### config.mk
export PLATFORM = sky130hd
export DESIGN_NAME = reset_sequence_supervisor
export DESIGN_NICKNAME = d
export VERILOG_FILES = /design/src/logic/rss_pkg.sv /design/src/logic/reset_sequence_supervisor.sv
export VERILOG_INCLUDE_DIRS = /design/src /design/src/logic
export SDC_FILE = /design/constraint.sdc
export NUM_CORES = 1
export LEC_CHECK = 0
export BUFFER_PORTS_ARGS = -buffer_cell sky130_fd_sc_hd__buf_4
export CORE_MARGIN = 2
export CORE_UTILIZATION = 47
export CTS_BUF_LIST = sky130_fd_sc_hd__clkbuf_4 sky130_fd_sc_hd__clkbuf_8
export CTS_CLUSTER_DIAMETER = 200
export DETAILED_ROUTE_END_ITERATION = 12
export GPL_TIMING_DRIVEN = 1
export MAX_ROUTING_LAYER = met4
export PLACE_DENSITY = 0.88
export SYNTH_ARGS = -nofsm -noshare
export SYNTH_HDL_FRONTEND = slang
export SYNTH_SLANG_ARGS = --single-unit
### constraint.sdc
create_clock -name CLK_SYS -period 2.3 [get_ports CLK_SYS]
set_input_delay 0.23 -clock CLK_SYS [delete_from_list [all_inputs] [get_ports CLK_SYS]]
set_output_delay 0.23 -clock CLK_SYS [all_outputs]
set_load 0.05 [all_outputs]
### src/logic/rss_regs.svh
`ifndef RSS_REGS_SVH
`define RSS_REGS_SVH

// ****************************************************************
// Register map (byte addresses on APB)
// ****************************************************************
`define ICS_ADDR        8'h00
`define SEQ_STAT_ADDR   8'h04

// Field positions of integrity_control_status
`define ICS_WDG_BIT     4
`define ICS_LOCK_BIT    3
`define ICS_LSDR_BIT    2
`define ICS_WARN_BIT    1
`define ICS_IE_BIT      0

// ****************************************************************
// Timing
// ****************************************************************
`define CLK_PERIOD_NS   100
`define DELAY_SHORT_CYC 256
`define DELAY_LONG_CYC  4096
`define FETCH_CYC       2
`define OUT_WIDTH_NS    20000
`define PLL_STARTUP_NS  100000
// Least times, rounded up to whole cycles
`define OUT_WIDTH_CYC   ((`OUT_WIDTH_NS + `CLK_PERIOD_NS - 1) / `CLK_PERIOD_NS)
`define PLL_STARTUP_CYC ((`PLL_STARTUP_NS + `CLK_PERIOD_NS - 1) / `CLK_PERIOD_NS)
// Cycles masked after own release: the 3-cycle pin echo through latch and two sync stages, plus one spare
`define GUARD_CYC       3'h4

// ****************************************************************
// Vector
// ****************************************************************
`define RESET_VECTOR    16'hFFFE

`endif

### src/logic/rss_pkg.sv
package rss_pkg;

    // Sequencer phases
    typedef enum logic [2:0] {
        SEQ_RUN,
        SEQ_ACTIVE,
        SEQ_DELAY,
        SEQ_PLL,
        SEQ_FETCH
    } seq_state_t;

    // Cause of the reset in progress
    typedef enum logic [2:0] {
        SRC_POR,
        SRC_EXT,
        SRC_LSD,
        SRC_WDG,
        SRC_ILL
    } src_t;

    // Option byte straps
    typedef struct packed {
        logic       pll_en;
        logic       xtal;
        logic       lsd_en;
        logic [1:0] lsd_level;
    } opt_t;

    // Digital outputs of the analog supply block
    typedef struct packed {
        logic above_rise;
        logic above_fall;
        logic warn_below;
        logic pll_locked;
    } cmp_t;

endpackage : rss_pkg

### src/logic/reset_sequence_supervisor.sv
// Decided for this implementation: register access over APB and the address map.
`timescale 1ns/1ps
`include "rss_regs.svh"

module reset_sequence_supervisor
    import rss_pkg::*;
#(
    parameter int unsigned DELAY_SHORT = `DELAY_SHORT_CYC,
    parameter int unsigned DELAY_LONG  = `DELAY_LONG_CYC,
    parameter int unsigned OUT_WIDTH   = `OUT_WIDTH_CYC,
    parameter int unsigned PLL_STARTUP = `PLL_STARTUP_CYC
) (
    input  wire logic        CLK_SYS,
    input  wire logic        RST_N,
    // APB slave
    input  wire logic        PSEL,
    input  wire logic        PENABLE,
    input  wire logic        PWRITE,
    input  wire logic [7:0]  PADDR,
    input  wire logic [31:0] PWDATA,
    output logic      [31:0] PRDATA,
    output logic             PREADY,
    output logic             PSLVERR,
    // Reset pin, three-signal form
    input  wire logic        RESET_PIN_I,
    output logic             RESET_PIN_O,
    output logic             RESET_PIN_OE_N,
    // Option straps and analog block
    input  wire opt_t        OPTIONS,
    input  wire cmp_t        SUPPLY_CMP,
    output logic      [1:0]  LSD_LEVEL,
    // Core side
    input  wire logic        WDG_UNDERFLOW,
    input  wire logic        ILLEGAL_OPCODE,
    input  wire logic        IRQ_ACK,
    output logic             CPU_RESET_N,
    output logic             VECTOR_FETCH,
    output logic      [15:0] VECTOR_ADDR,
    output logic             CLK_OUT_EN,
    output logic             IRQ
);

    // ****************************************************************
    // State
    // ****************************************************************
    typedef struct packed {
        seq_state_t  seq;
        src_t        src;
        logic [15:0] cnt;
        logic [2:0]  guard;
        logic        drive;
        logic        ext_s1;
        logic        ext_s2;
        opt_t        opt_s1;
        opt_t        opt_s2;
        cmp_t        cmp_s1;
        cmp_t        cmp_s2;
        logic        lsd_low;
        logic        warn_d;
        logic        wdg_flag;
        logic        lsdr_flag;
        logic        irq_en;
        logic        irq_pend;
        logic [31:0] prdata;
        logic [15:0] vec;
    } st_t;

    // Power-on: sequence starts in the active phase with the pin pulled
    localparam st_t ST_RESET = '{
        seq: SEQ_ACTIVE, src: SRC_POR, cnt: 16'h0000, guard: `GUARD_CYC,
        drive: 1'b1, ext_s1: 1'b1, ext_s2: 1'b1, opt_s1: '0, opt_s2: '0,
        cmp_s1: '0, cmp_s2: '0, lsd_low: 1'b1, warn_d: 1'b0, wdg_flag: 1'b0,
        lsdr_flag: 1'b0, irq_en: 1'b0, irq_pend: 1'b0, prdata: 32'h0000_0000,
        vec: 16'h0000
    };

    st_t  s_r;
    st_t  s_nxt;
    logic ext_latch_r;
    logic ext_arst_n;

    // Combinational helpers, also watched by the assertions
    logic        ext_go;
    logic        lsd_go;
    logic        restart;
    logic        lsd_rst_evt;
    logic        warn_now;
    logic        rd_ics;
    logic        wr_ics;
    logic        in_lsd_reset;
    logic [15:0] dly_last;

    // ****************************************************************
    // Functions
    // ****************************************************************
    // Registers decoded on the APB
    function automatic logic addr_hit(input logic [7:0] a);
        addr_hit = (a == `ICS_ADDR) || (a == `SEQ_STAT_ADDR);
    endfunction : addr_hit

    // Last count of the delay phase for the chosen clock source
    function automatic logic [15:0] delay_last(input logic xtal);
        delay_last = xtal ? 16'(DELAY_LONG - 1) : 16'(DELAY_SHORT - 1);
    endfunction : delay_last

    // Read value of a register
    function automatic logic [31:0] rd_value(input logic [7:0] a, input st_t s);
        rd_value = 32'h0000_0000;
        if (a == `ICS_ADDR) begin
            rd_value[`ICS_WDG_BIT]  = s.wdg_flag;
            rd_value[`ICS_LOCK_BIT] = s.cmp_s2.pll_locked;
            rd_value[`ICS_LSDR_BIT] = s.lsdr_flag;
            rd_value[`ICS_WARN_BIT] = s.warn_d;
            rd_value[`ICS_IE_BIT]   = s.irq_en;
        end else if (a == `SEQ_STAT_ADDR) begin
            rd_value[2:0] = s.seq;
            rd_value[6:4] = s.src;
        end
    endfunction : rd_value

    // ****************************************************************
    // Asynchronous pin capture
    // ****************************************************************
    // pin low sets latch with no clock
    // Set is asynchronous so a pulse in halt is not missed; release is clocked
    assign ext_arst_n = RESET_PIN_I & RST_N;

    always_ff @(posedge CLK_SYS or negedge ext_arst_n) begin
        if (!ext_arst_n) begin
            ext_latch_r <= 1'b1;
        end else begin
            ext_latch_r <= 1'b0;
        end
    end

    // ****************************************************************
    // Next state
    // ****************************************************************
    always_comb begin
        s_nxt = s_r;
        s_nxt.ext_s1 = ext_latch_r;
        s_nxt.ext_s2 = s_r.ext_s1;
        s_nxt.opt_s1 = OPTIONS;
        s_nxt.opt_s2 = s_r.opt_s1;
        s_nxt.cmp_s1 = SUPPLY_CMP;
        s_nxt.cmp_s2 = s_r.cmp_s1;

        if (!s_r.opt_s2.lsd_en) begin
            s_nxt.lsd_low = 1'b0;
        end else if (s_r.lsd_low) begin
            s_nxt.lsd_low = !s_r.cmp_s2.above_rise;
        end else begin
            s_nxt.lsd_low = !s_r.cmp_s2.above_fall;
        end

        // Own drive echoes back on the pin, so it is masked while it drains
        ext_go       = s_r.ext_s2 && (s_r.guard == 3'h0) && !s_r.drive
                       && (s_r.seq != SEQ_ACTIVE);
        in_lsd_reset = (s_r.seq == SEQ_ACTIVE) && (s_r.src == SRC_LSD);
        lsd_go       = s_r.lsd_low && !in_lsd_reset;
        restart      = lsd_go || WDG_UNDERFLOW || ILLEGAL_OPCODE || ext_go;
        dly_last     = delay_last(s_r.opt_s2.xtal);

        // sources start the sequence; supply has top priority
        if (lsd_go) begin
            s_nxt.seq = SEQ_ACTIVE;
            s_nxt.src = SRC_LSD;
            s_nxt.cnt = 16'h0000;
        end else if (WDG_UNDERFLOW) begin
            s_nxt.seq = SEQ_ACTIVE;
            s_nxt.src = SRC_WDG;
            s_nxt.cnt = 16'h0000;
        end else if (ILLEGAL_OPCODE) begin
            s_nxt.seq = SEQ_ACTIVE;
            s_nxt.src = SRC_ILL;
            s_nxt.cnt = 16'h0000;
        end else if (ext_go) begin
            s_nxt.seq = SEQ_ACTIVE;
            s_nxt.src = SRC_EXT;
            s_nxt.cnt = 16'h0000;
        end else begin
            unique case (s_r.seq)
                SEQ_RUN: begin
                    s_nxt.cnt = 16'h0000;
                end
                SEQ_ACTIVE: begin
                    if (s_r.cnt >= 16'(OUT_WIDTH - 1) && !s_r.lsd_low &&
                        !(s_r.src == SRC_EXT && s_r.ext_s2)) begin
                        s_nxt.seq = SEQ_DELAY;
                        s_nxt.cnt = 16'h0000;
                    end else if (s_r.cnt != 16'hFFFF) begin
                        s_nxt.cnt = s_r.cnt + 16'h0001;
                    end
                end
                SEQ_DELAY: begin
                    if (s_r.cnt == dly_last) begin
                        s_nxt.seq = s_r.opt_s2.pll_en ? SEQ_PLL : SEQ_FETCH;
                        s_nxt.cnt = 16'h0000;
                    end else begin
                        s_nxt.cnt = s_r.cnt + 16'h0001;
                    end
                end
                SEQ_PLL: begin
                    if (s_r.cnt == 16'(PLL_STARTUP - 1)) begin
                        s_nxt.seq = SEQ_FETCH;
                        s_nxt.cnt = 16'h0000;
                    end else begin
                        s_nxt.cnt = s_r.cnt + 16'h0001;
                    end
                end
                SEQ_FETCH: begin
                    if (s_r.cnt == 16'(`FETCH_CYC - 1)) begin
                        s_nxt.seq = SEQ_RUN;
                        s_nxt.cnt = 16'h0000;
                    end else begin
                        s_nxt.cnt = s_r.cnt + 16'h0001;
                    end
                end
                default: begin
                    s_nxt.seq = SEQ_ACTIVE;
                    s_nxt.cnt = 16'h0000;
                end
            endcase
        end

        s_nxt.vec = (s_nxt.seq == SEQ_FETCH) ? (`RESET_VECTOR | s_nxt.cnt) : 16'h0000;

        // pin low in delay and PLL wait
        // pin low during supply, watchdog and illegal resets
        // An external reset is left to the outside party until the delay phase
        s_nxt.drive = (s_nxt.seq == SEQ_DELAY) || (s_nxt.seq == SEQ_PLL) ||
                      ((s_nxt.seq == SEQ_ACTIVE) && (s_nxt.src != SRC_EXT));
        if (s_r.drive) begin
            s_nxt.guard = `GUARD_CYC;
        end else if (s_r.guard != 3'h0) begin
            s_nxt.guard = s_r.guard - 3'h1;
        end

        warn_now     = s_r.opt_s2.lsd_en && s_r.cmp_s2.warn_below;
        s_nxt.warn_d = warn_now;

        // APB accesses take effect in the access phase (no wait states)
        rd_ics = PSEL && PENABLE && !PWRITE && (PADDR == `ICS_ADDR);
        wr_ics = PSEL && PENABLE && PWRITE && (PADDR == `ICS_ADDR);
        if (PSEL && !PENABLE && !PWRITE) begin
            s_nxt.prdata = rd_value(PADDR, s_r);
        end

        // watchdog flag; supply reset clears, set beats write
        lsd_rst_evt = lsd_go;
        if (lsd_rst_evt) begin
            s_nxt.wdg_flag = 1'b0;
        end else if (WDG_UNDERFLOW) begin
            s_nxt.wdg_flag = 1'b1;
        end else if (wr_ics && !PWDATA[`ICS_WDG_BIT]) begin
            s_nxt.wdg_flag = 1'b0;
        end

        // supply reset flag, cleared on read, set wins
        s_nxt.lsdr_flag = lsd_rst_evt || (s_r.lsdr_flag && !rd_ics);

        // Enable is cleared whenever the core is held in reset
        if (s_nxt.seq != SEQ_RUN && s_nxt.seq != SEQ_FETCH) begin
            s_nxt.irq_en = 1'b0;
        end else if (wr_ics) begin
            s_nxt.irq_en = PWDATA[`ICS_IE_BIT];
        end

        // gated by enable; new edge beats acknowledge
        s_nxt.irq_pend = (warn_now && !s_r.warn_d && s_r.irq_en) ||
                         (s_r.irq_pend && !IRQ_ACK && s_r.irq_en);
    end

    // Register the state
    always_ff @(posedge CLK_SYS or negedge RST_N) begin
        if (!RST_N) begin
            s_r <= ST_RESET;
        end else begin
            s_r <= s_nxt;
        end
    end

    // ****************************************************************
    // Outputs
    // ****************************************************************
    // open-drain: only ever drives low
    assign RESET_PIN_O    = 1'b0;
    assign RESET_PIN_OE_N = !s_r.drive;
    // threshold level to the analog block
    assign LSD_LEVEL      = s_r.opt_s2.lsd_level;
    assign PRDATA         = s_r.prdata;
    assign PREADY         = 1'b1;
    assign PSLVERR        = PSEL && PENABLE && !addr_hit(PADDR);
    assign CPU_RESET_N    = (s_r.seq == SEQ_RUN) || (s_r.seq == SEQ_FETCH);
    assign VECTOR_FETCH   = (s_r.seq == SEQ_FETCH);
    assign VECTOR_ADDR    = s_r.vec;
    assign CLK_OUT_EN     = (s_r.seq == SEQ_RUN) || (s_r.seq == SEQ_FETCH);
    assign IRQ            = s_r.irq_pend;
endmodule : reset_sequence_supervisor

==> results.py, run 1 <==
metrics = {
    "sta": {
        "hold_viol_final": 0,
        "max_freq_ghz": 0.449,
        "fin_ws_ns": 0.0706,
        "min_period_ns": 2.23,
        "final-setup-viol-count": 0,
        "slew_headroom_pct": 64.1,
        "fin_crit_sh_pct": 96.9,
        "rsz0062_at_grt": "yes",
        "worstMarginPinSlew_ns": 0.534,
        "drv_slew": 0,
        "skew_ns": 0.0155,
        "final.setup.tns_ns": 0,
    },
    "min_path": {
        "hold_class": "primary input to flip-flop",
    },
    "floorplan": {
        "fp.coreArea_mm2": 0.00683,
        "die_area_mm2": 0.00781,
        "fp.dieW_um": 88.4,
        "io_pins": 116,
        "rows": 30,
        "die_h_um": 88.4,
        "initial_core_util_pct": 49.0,
    },
    "setup_path": {
        "startpoint": "s_r[78]",
        "r2r_start": "s_r[78]",
        "worstPathArrival_ns": 2.46,
        "worstPathRequired_ns": 2.53,
        "timing.rr.end": "s_r[78]",
        "crit_fanout": 11,
        "worst-r2r-cell-count": 7,
        "path_class": "flip-flop to flip-flop",
        "crit_end": "s_r[78]",
        "cp-start-kind": "flip-flop",
        "cp-end-kind": "flip-flop",
        "reg2reg_slack_ns": 0.07,
    },
    "grt": {
        "grt-ovfl-total": 0,
        "antenna_found_initial": 0,
        "grt_usage_pct": 19.6,
        "grt_max_degree": 26,
        "grt_pass1_vias": 2396,
        "grt_pass1_wl_mm": 11.2,
    },
    "detailed_routing": {
        "vias": 2556,
        "drc": 0,
        "wirelength_mm": 6.91,
        "drt_iter0_markers": 211,
        "wl_per_cell_um": 14.1,
        "antenna_left": 0,
        "viasPerCell": 5.22,
        "drt_pass1_iterations": 4,
    },
    "clock_network": {
        "cts_num_sinks": 62,
        "clock_latency_ns": 0.35,
        "clk_pin_slew_ns": 0.07,
        "numCtsBuffers": 9,
        "cts_tree": "done",
        "h-tree-depth": 3,
        "ctsLongestPathBuffers": 2,
        "root_buffer": "clkbuf_8",
    },
    "final_layout": {
        "nets": 451,
        "drive_above_1_share_pct": 29.7,
        "antenna_cells": 0,
        "final_cell_area_mm2": 0.00405,
        "area_delta_synth_final_pct": 21.0,
    },
    "synth": {
        "synth.most_common_cell": "dfrtp_1",
        "async_flop_share_pct": 100,
        "synth_top_area_share_pct": 41.2,
        "synth_cells": 328,
        "yosys_most_used_dff": "dfrtp_1",
        "ys_seq_area_share_pct": 46.7,
        "synth_edf_count": 0,
        "ys_warn_count": 0,
        "yosysTopAreaCell": "dfrtp_1",
        "avgSynthCellArea_um2": 10.2,
        "ys_ff_latch": 62,
        "synthesis.area_mm2": 0.00334,
        "synth.area.top_cells": "dfrtp_1 (41%), buf_4 (12%), dfstp_2 (5.5%), o31ai_1 (3.8%), nand2_1 (2.5%)",
        "synth_cell_types": 61,
        "synthTopCellsByCount": "dfrtp_1 (55), buf_4 (54), nand2_1 (22)",
    },
    "placed_design": {
        "place_area_mm2": 0.00368,
        "port_buffers": 58,
        "dp_slack_ns": -0.00562,
        "gp_congestion": 0.948,
        "dp.final_hpwl_mm": 4.97,
    },
    "pwr": {
        "power_frac_comb_pct": 11.6,
        "p_int_mw": 1.77,
        "p_seq_share_pct": 47.6,
        "clkPwrFrac_pct": 40.8,
        "vdd_drop_max_mv": 0.593,
        "power.density_mw_per_mm2": 595,
        "switching_share_pct": 26.4,
        "switchingPower_mw": 0.637,
        "p_leak_nw": 1.86,
    },
    "job": {
        "cap_violations": 0,
    },
    "status": {
        "status": "finished clean",
    },
}
layout by cell type (no fill, tap or decap), types with 4 or more instances in the layout:
master,synthesis,final
o21a_1,5,5
dlygate4sd3_1,0,11
or3_1,4,4
clkbuf_8,0,11
dfrtp_1,55,55
mux2i_1,7,7
inv_1,13,13
nand3_1,15,14
xor2_1,6,6
nor2_1,15,15
a211oi_1,5,4
a21oi_1,8,7
ha_1,4,4
xnor2_1,5,5
nand4_1,4,4
and4_1,4,4
and2_1,5,5
o31ai_1,17,15
buf_4,54,77
dfstp_2,7,7
conb_1,2,28
nand2_1,22,22
worst min path at each step:
| stage | end | depth (start not counted) | start | slack, ns |
|---|---|---|---|---|
| after floorplan | IRQ | 0 | RST_N | -0.07 |
| after global placement | VECTOR_ADDR[0] | 1 | RST_N | 0.15 |
| after detailed placement | VECTOR_ADDR[0] | 1 | RST_N | 0.16 |
| after CTS | s_r[51] | 2 | WDG_UNDERFLOW | 0.12 |
| after global routing | s_r[51] | 2 | WDG_UNDERFLOW | 0.14 |
| final | s_r[51] | 2 | WDG_UNDERFLOW | 0.14 |
worst max-delay path, cell delays in order, from the launching register on:
cell	delay [ns]
dfrtp_1	0.39
ha_1	0.22
a2111oi_1	0.39
o211ai_1	0.21
a21oi_2	0.29
a211oi_2	0.13
buf_4	0.21
a211oi_1	0.29
cells by family (layout without fill, tap and decap cells):
logic type | count (synthesis) | after routing | share of synthesized area, %
AO/OA/AOI/OAI | 65 | 65 | 14.7
other | 2 | 28 | 0.225
flip-flops | 62 | 62 | 46.7
buffers and inverters | 78 | 118 | 15.1
multiplexers | 7 | 7 | 2.10
AND/OR/NAND/NOR | 99 | 99 | 16.9
adder cells (fa/ha/maj) | 4 | 4 | 1.50
XOR/XNOR | 11 | 11 | 2.88
metal layers:
layer / routed length, um / vias to the layer above / track usage [%]
met5: 0 / - / -
met4: 96 / 0 / 10.5
met3: 436 / 9 / 3.54
met2: 3440 / 101 / 31.3
met1: 2940 / 1239 / 23.5
li1: - / 1207 / -
area by class of cell:
type,count,area (um^2)
Clock buffer,11,151
Clock inverter,5,57.6
Fill cell,560,2790
Inverter,14,52.6
Multi-Input combinational cell,214,1420
Sequential cell,62,1560
Tap cell,96,120
Timing Repair Buffer,88,688
per-stage QoR:
| step | power, mW | cells | utilization, % | hold slack, ns |
|---|---|---|---|---|
| after floorplan | 1.37 | 354 | - | -0.0656 |
| after global placement | 1.42 | 462 | 53.9 | 0.155 |
| after detailed placement | 1.43 | 462 | 53.9 | 0.160 |
| after CTS | 2.43 | 489 | 58.6 | 0.121 |
| after global routing | 2.52 | 490 | 59.2 | 0.142 |
| final | 2.41 | 490 | 59.2 | 0.136 |
power groups by stage:
stage	combinational, mW	sequential [mW]	clock (mW)
4_1_cts	0.279	1.14	1.00
5_1_grt	0.303	1.15	1.07
3_5_place_dp	0.263	1.17	0
2_1_floorplan	0.214	1.16	0
6_report	0.280	1.15	0.981
3_3_place_gp	0.257	1.16	0
flip-flops by register name, summed over array words and instances (netlist names):
name,cells
s_r,39
s_nxt,10
PRDATA,7
LSD_LEVEL,2
VECTOR_ADDR,2
IRQ,1
ext_latch_r,1
what timing repair did:
item | CTS | global route
buffers inserted | 0 | 1
pin swaps | 0 | 3
resized for setup | 1 | 8
endpoints found under the setup margin | 1 | 12
hold buffers | 11 | 0
endpoints found under the hold margin | 32 | 0
Power figures use the tool's default switching activity.
==> run 2, diff against run 1 <==
Settings changed: CORE_ASPECT_RATIO from default to 1.75, CTS_BUF_LIST sky130_fd_sc_hd__clkbuf_4 sky130_fd_sc_hd__clkbuf_8 to sky130_fd_sc_hd__clkbuf_2.
==> results.py, run 2 (synthesis results as in run 1) <==
metrics = {
    "sta": {
        "drv_slew": 0,
        "final-setup-viol-count": 0,
        "rsz0062_at_grt": "no",
        "holdWs_ns": 0.0279,
        "max_freq_ghz": 0.445,
        "hold_viol_final": 0,
        "fin_crit_sh_pct": 97.8,
        "min_period_ns": 2.25,
        "worstMarginPinSlew_ns": 0.743,
        "final.setup.tns_ns": 0,
        "fin_ws_ns": 0.0512,
        "slew_headroom_pct": 50.4,
        "skew_ns": 0.0295,
    },
    "floorplan": {
        "die_h_um": 116,
        "initial_core_util_pct": 48.8,
        "io_pins": 116,
        "die_area_mm2": 0.00783,
        "fp.dieW_um": 67.8,
        "rows": 40,
        "fp.coreArea_mm2": 0.00686,
    },
    "pwr": {
        "p_int_mw": 1.58,
        "power_mw": 2.18,
        "power_frac_comb_pct": 13.3,
        "power.density_mw_per_mm2": 540,
        "switching_share_pct": 27.6,
        "clkPwrFrac_pct": 34.2,
        "vdd_drop_max_mv": 0.342,
        "switchingPower_mw": 0.602,
        "p_seq_share_pct": 52.5,
        "p_leak_nw": 1.87,
    },
    "final_layout": {
        "layout.cells.most_common_list": "buf_4 (81), dfrtp_1 (55), conb_1 (28), nand2_1 (22), o31ai_1 (17)",
        "antenna_cells": 0,
        "nets": 459,
        "fill_cells": 563,
        "area_delta_synth_final_pct": 20.8,
        "layout_commonest_cell": "buf_4",
        "final_cell_area_mm2": 0.00404,
        "multiInputGateArea_mm2": 0.00144,
        "final_util_pct": 58.9,
        "ff_latch_area_mm2": 0.00156,
        "largest_register_ffs": 39,
        "drive_above_1_share_pct": 30.1,
        "fin_cells": 486,
        "top_register": "s_r",
    },
    "clock_network": {
        "h-tree-depth": 3,
        "root_buffer": "clkbuf_2",
        "cts_num_sinks": 62,
        "clk_pin_slew_ns": 0.16,
        "clock_latency_ns": 0.53,
        "cts_setup_buffers": 0,
        "ctsLongestPathBuffers": 2,
        "numCtsBuffers": 9,
        "cts_tree": "done",
    },
    "detailed_routing": {
        "drt_pass1_iterations": 4,
        "drt_iter0_markers": 171,
        "top_layer_used": "met4",
        "wl_met2_mm": 4.00,
        "wl_per_cell_um": 15.1,
        "drc": 0,
        "vias": 2566,
        "wl_met3_um": 334,
        "wirelength_mm": 7.35,
        "viasPerCell": 5.28,
        "wl_met1_mm": 2.67,
        "antenna_left": 0,
    },
    "placed_design": {
        "port_buffers": 58,
        "place_area_mm2": 0.00370,
        "dp.final_hpwl_mm": 5.47,
        "gp_congestion": 0.977,
        "dp_cells": 455,
        "dp_slack_ns": -0.130,
    },
    "setup_path": {
        "reg2reg_slack_ns": 0.05,
        "timing.rr.end": "s_r[74]",
        "critPathMaxStageDelay_ns": 0.67,
        "crit_fanout": 10,
        "r2r_start": "s_r[97]",
        "crit_chain": "or3b_1 > a21oi_4 > o211ai_4 > or4_4 > o2bb2ai_1",
        "worstPathArrival_ns": 2.67,
        "worst-r2r-cell-count": 5,
        "path_class": "flip-flop to flip-flop",
        "cp-end-kind": "flip-flop",
        "startpoint": "s_r[97]",
        "crit_family": "simple AND/OR/NAND/NOR gates",
        "cp_slowest_cell": "dfstp_2",
        "worstPathRequired_ns": 2.72,
        "cp-start-kind": "flip-flop",
        "path_buf_inv": 0,
    },
    "min_path": {
        "hold_end": "IRQ",
        "hold_class": "primary input to flip-flop",
        "min_from": "IRQ_ACK",
        "hold-path-cell-count": 3,
    },
    "grt": {
        "grt_pass1_wl_mm": 11.6,
        "grt_pass1_vias": 2594,
        "antenna_found_initial": 0,
        "grt_max_degree": 63,
        "grt-ovfl-total": 0,
        "grt_usage_pct": 20.7,
    },
    "job": {
        "cap_violations": 0,
    },
    "status": {
        "status": "finished clean",
    },
}
==> run 2: changes by cell type in the layout (fill, tap and decap cells not counted), sizes merged <==
cell	change
bufinv	+1
dlygate4sd3	+4
buf	+4
clkinv	-2
clkinvlp	+1
==> run 2: area by class of cell <==
cell class                 instances  area share, %
inverter                          14           1.30
sequential                        62           38.6
multi-input combinational        214           35.5
tap                               84           2.60
timing repair buffer              96           18.8
clock buffer                      11           1.36
clock inverter                     5           1.86
==> run 2: routing by layer <==
layer  GRT usage (%)  up-vias
met3            4.47       27
li1                -     1226
met4            15.8        0
met2            35.1       76
met1            19.7     1237
met5               -        -
==> run 2: how the worst max path moves through the flow <==
stage | endpoint | slack (ns) | cells after the start
after floorplan | s_r[49] | 0.12 | 7
after global placement | VECTOR_ADDR[0] | -0.14 | 7
after detailed placement | VECTOR_ADDR[0] | -0.13 | 7
after CTS | VECTOR_ADDR[0] | 0.009 | 7
after global routing | s_r[74] | 0.0007 | 5
final | s_r[74] | 0.05 | 5
==> run 2: repair_timing <==
action                                  in CTS  in global routing
hold endpoints to repair                    69                  0
endpoints found under the setup margin       1                 14
gates resized for setup                      3                  9
hold buffers                                15                  0
pin swaps                                    0                  4
==> run 2: power by group through the flow <==
stage | logic [mW] | registers (mW) | clock network [mW]
2_1_floorplan | 0.214 | 1.16 | 0
4_1_cts | 0.288 | 1.15 | 0.767
3_3_place_gp | 0.256 | 1.16 | 0
6_report | 0.290 | 1.15 | 0.747
5_1_grt | 0.313 | 1.15 | 0.816
3_5_place_dp | 0.265 | 1.17 | 0
==> run 2: worst register-to-register path, delay by kind of cell, from the launching register on <==
family / cells / cell delay (ns)
flops: 1 / 0.67
simple gates: 2 / 1.00
compound gates: 3 / 0.50
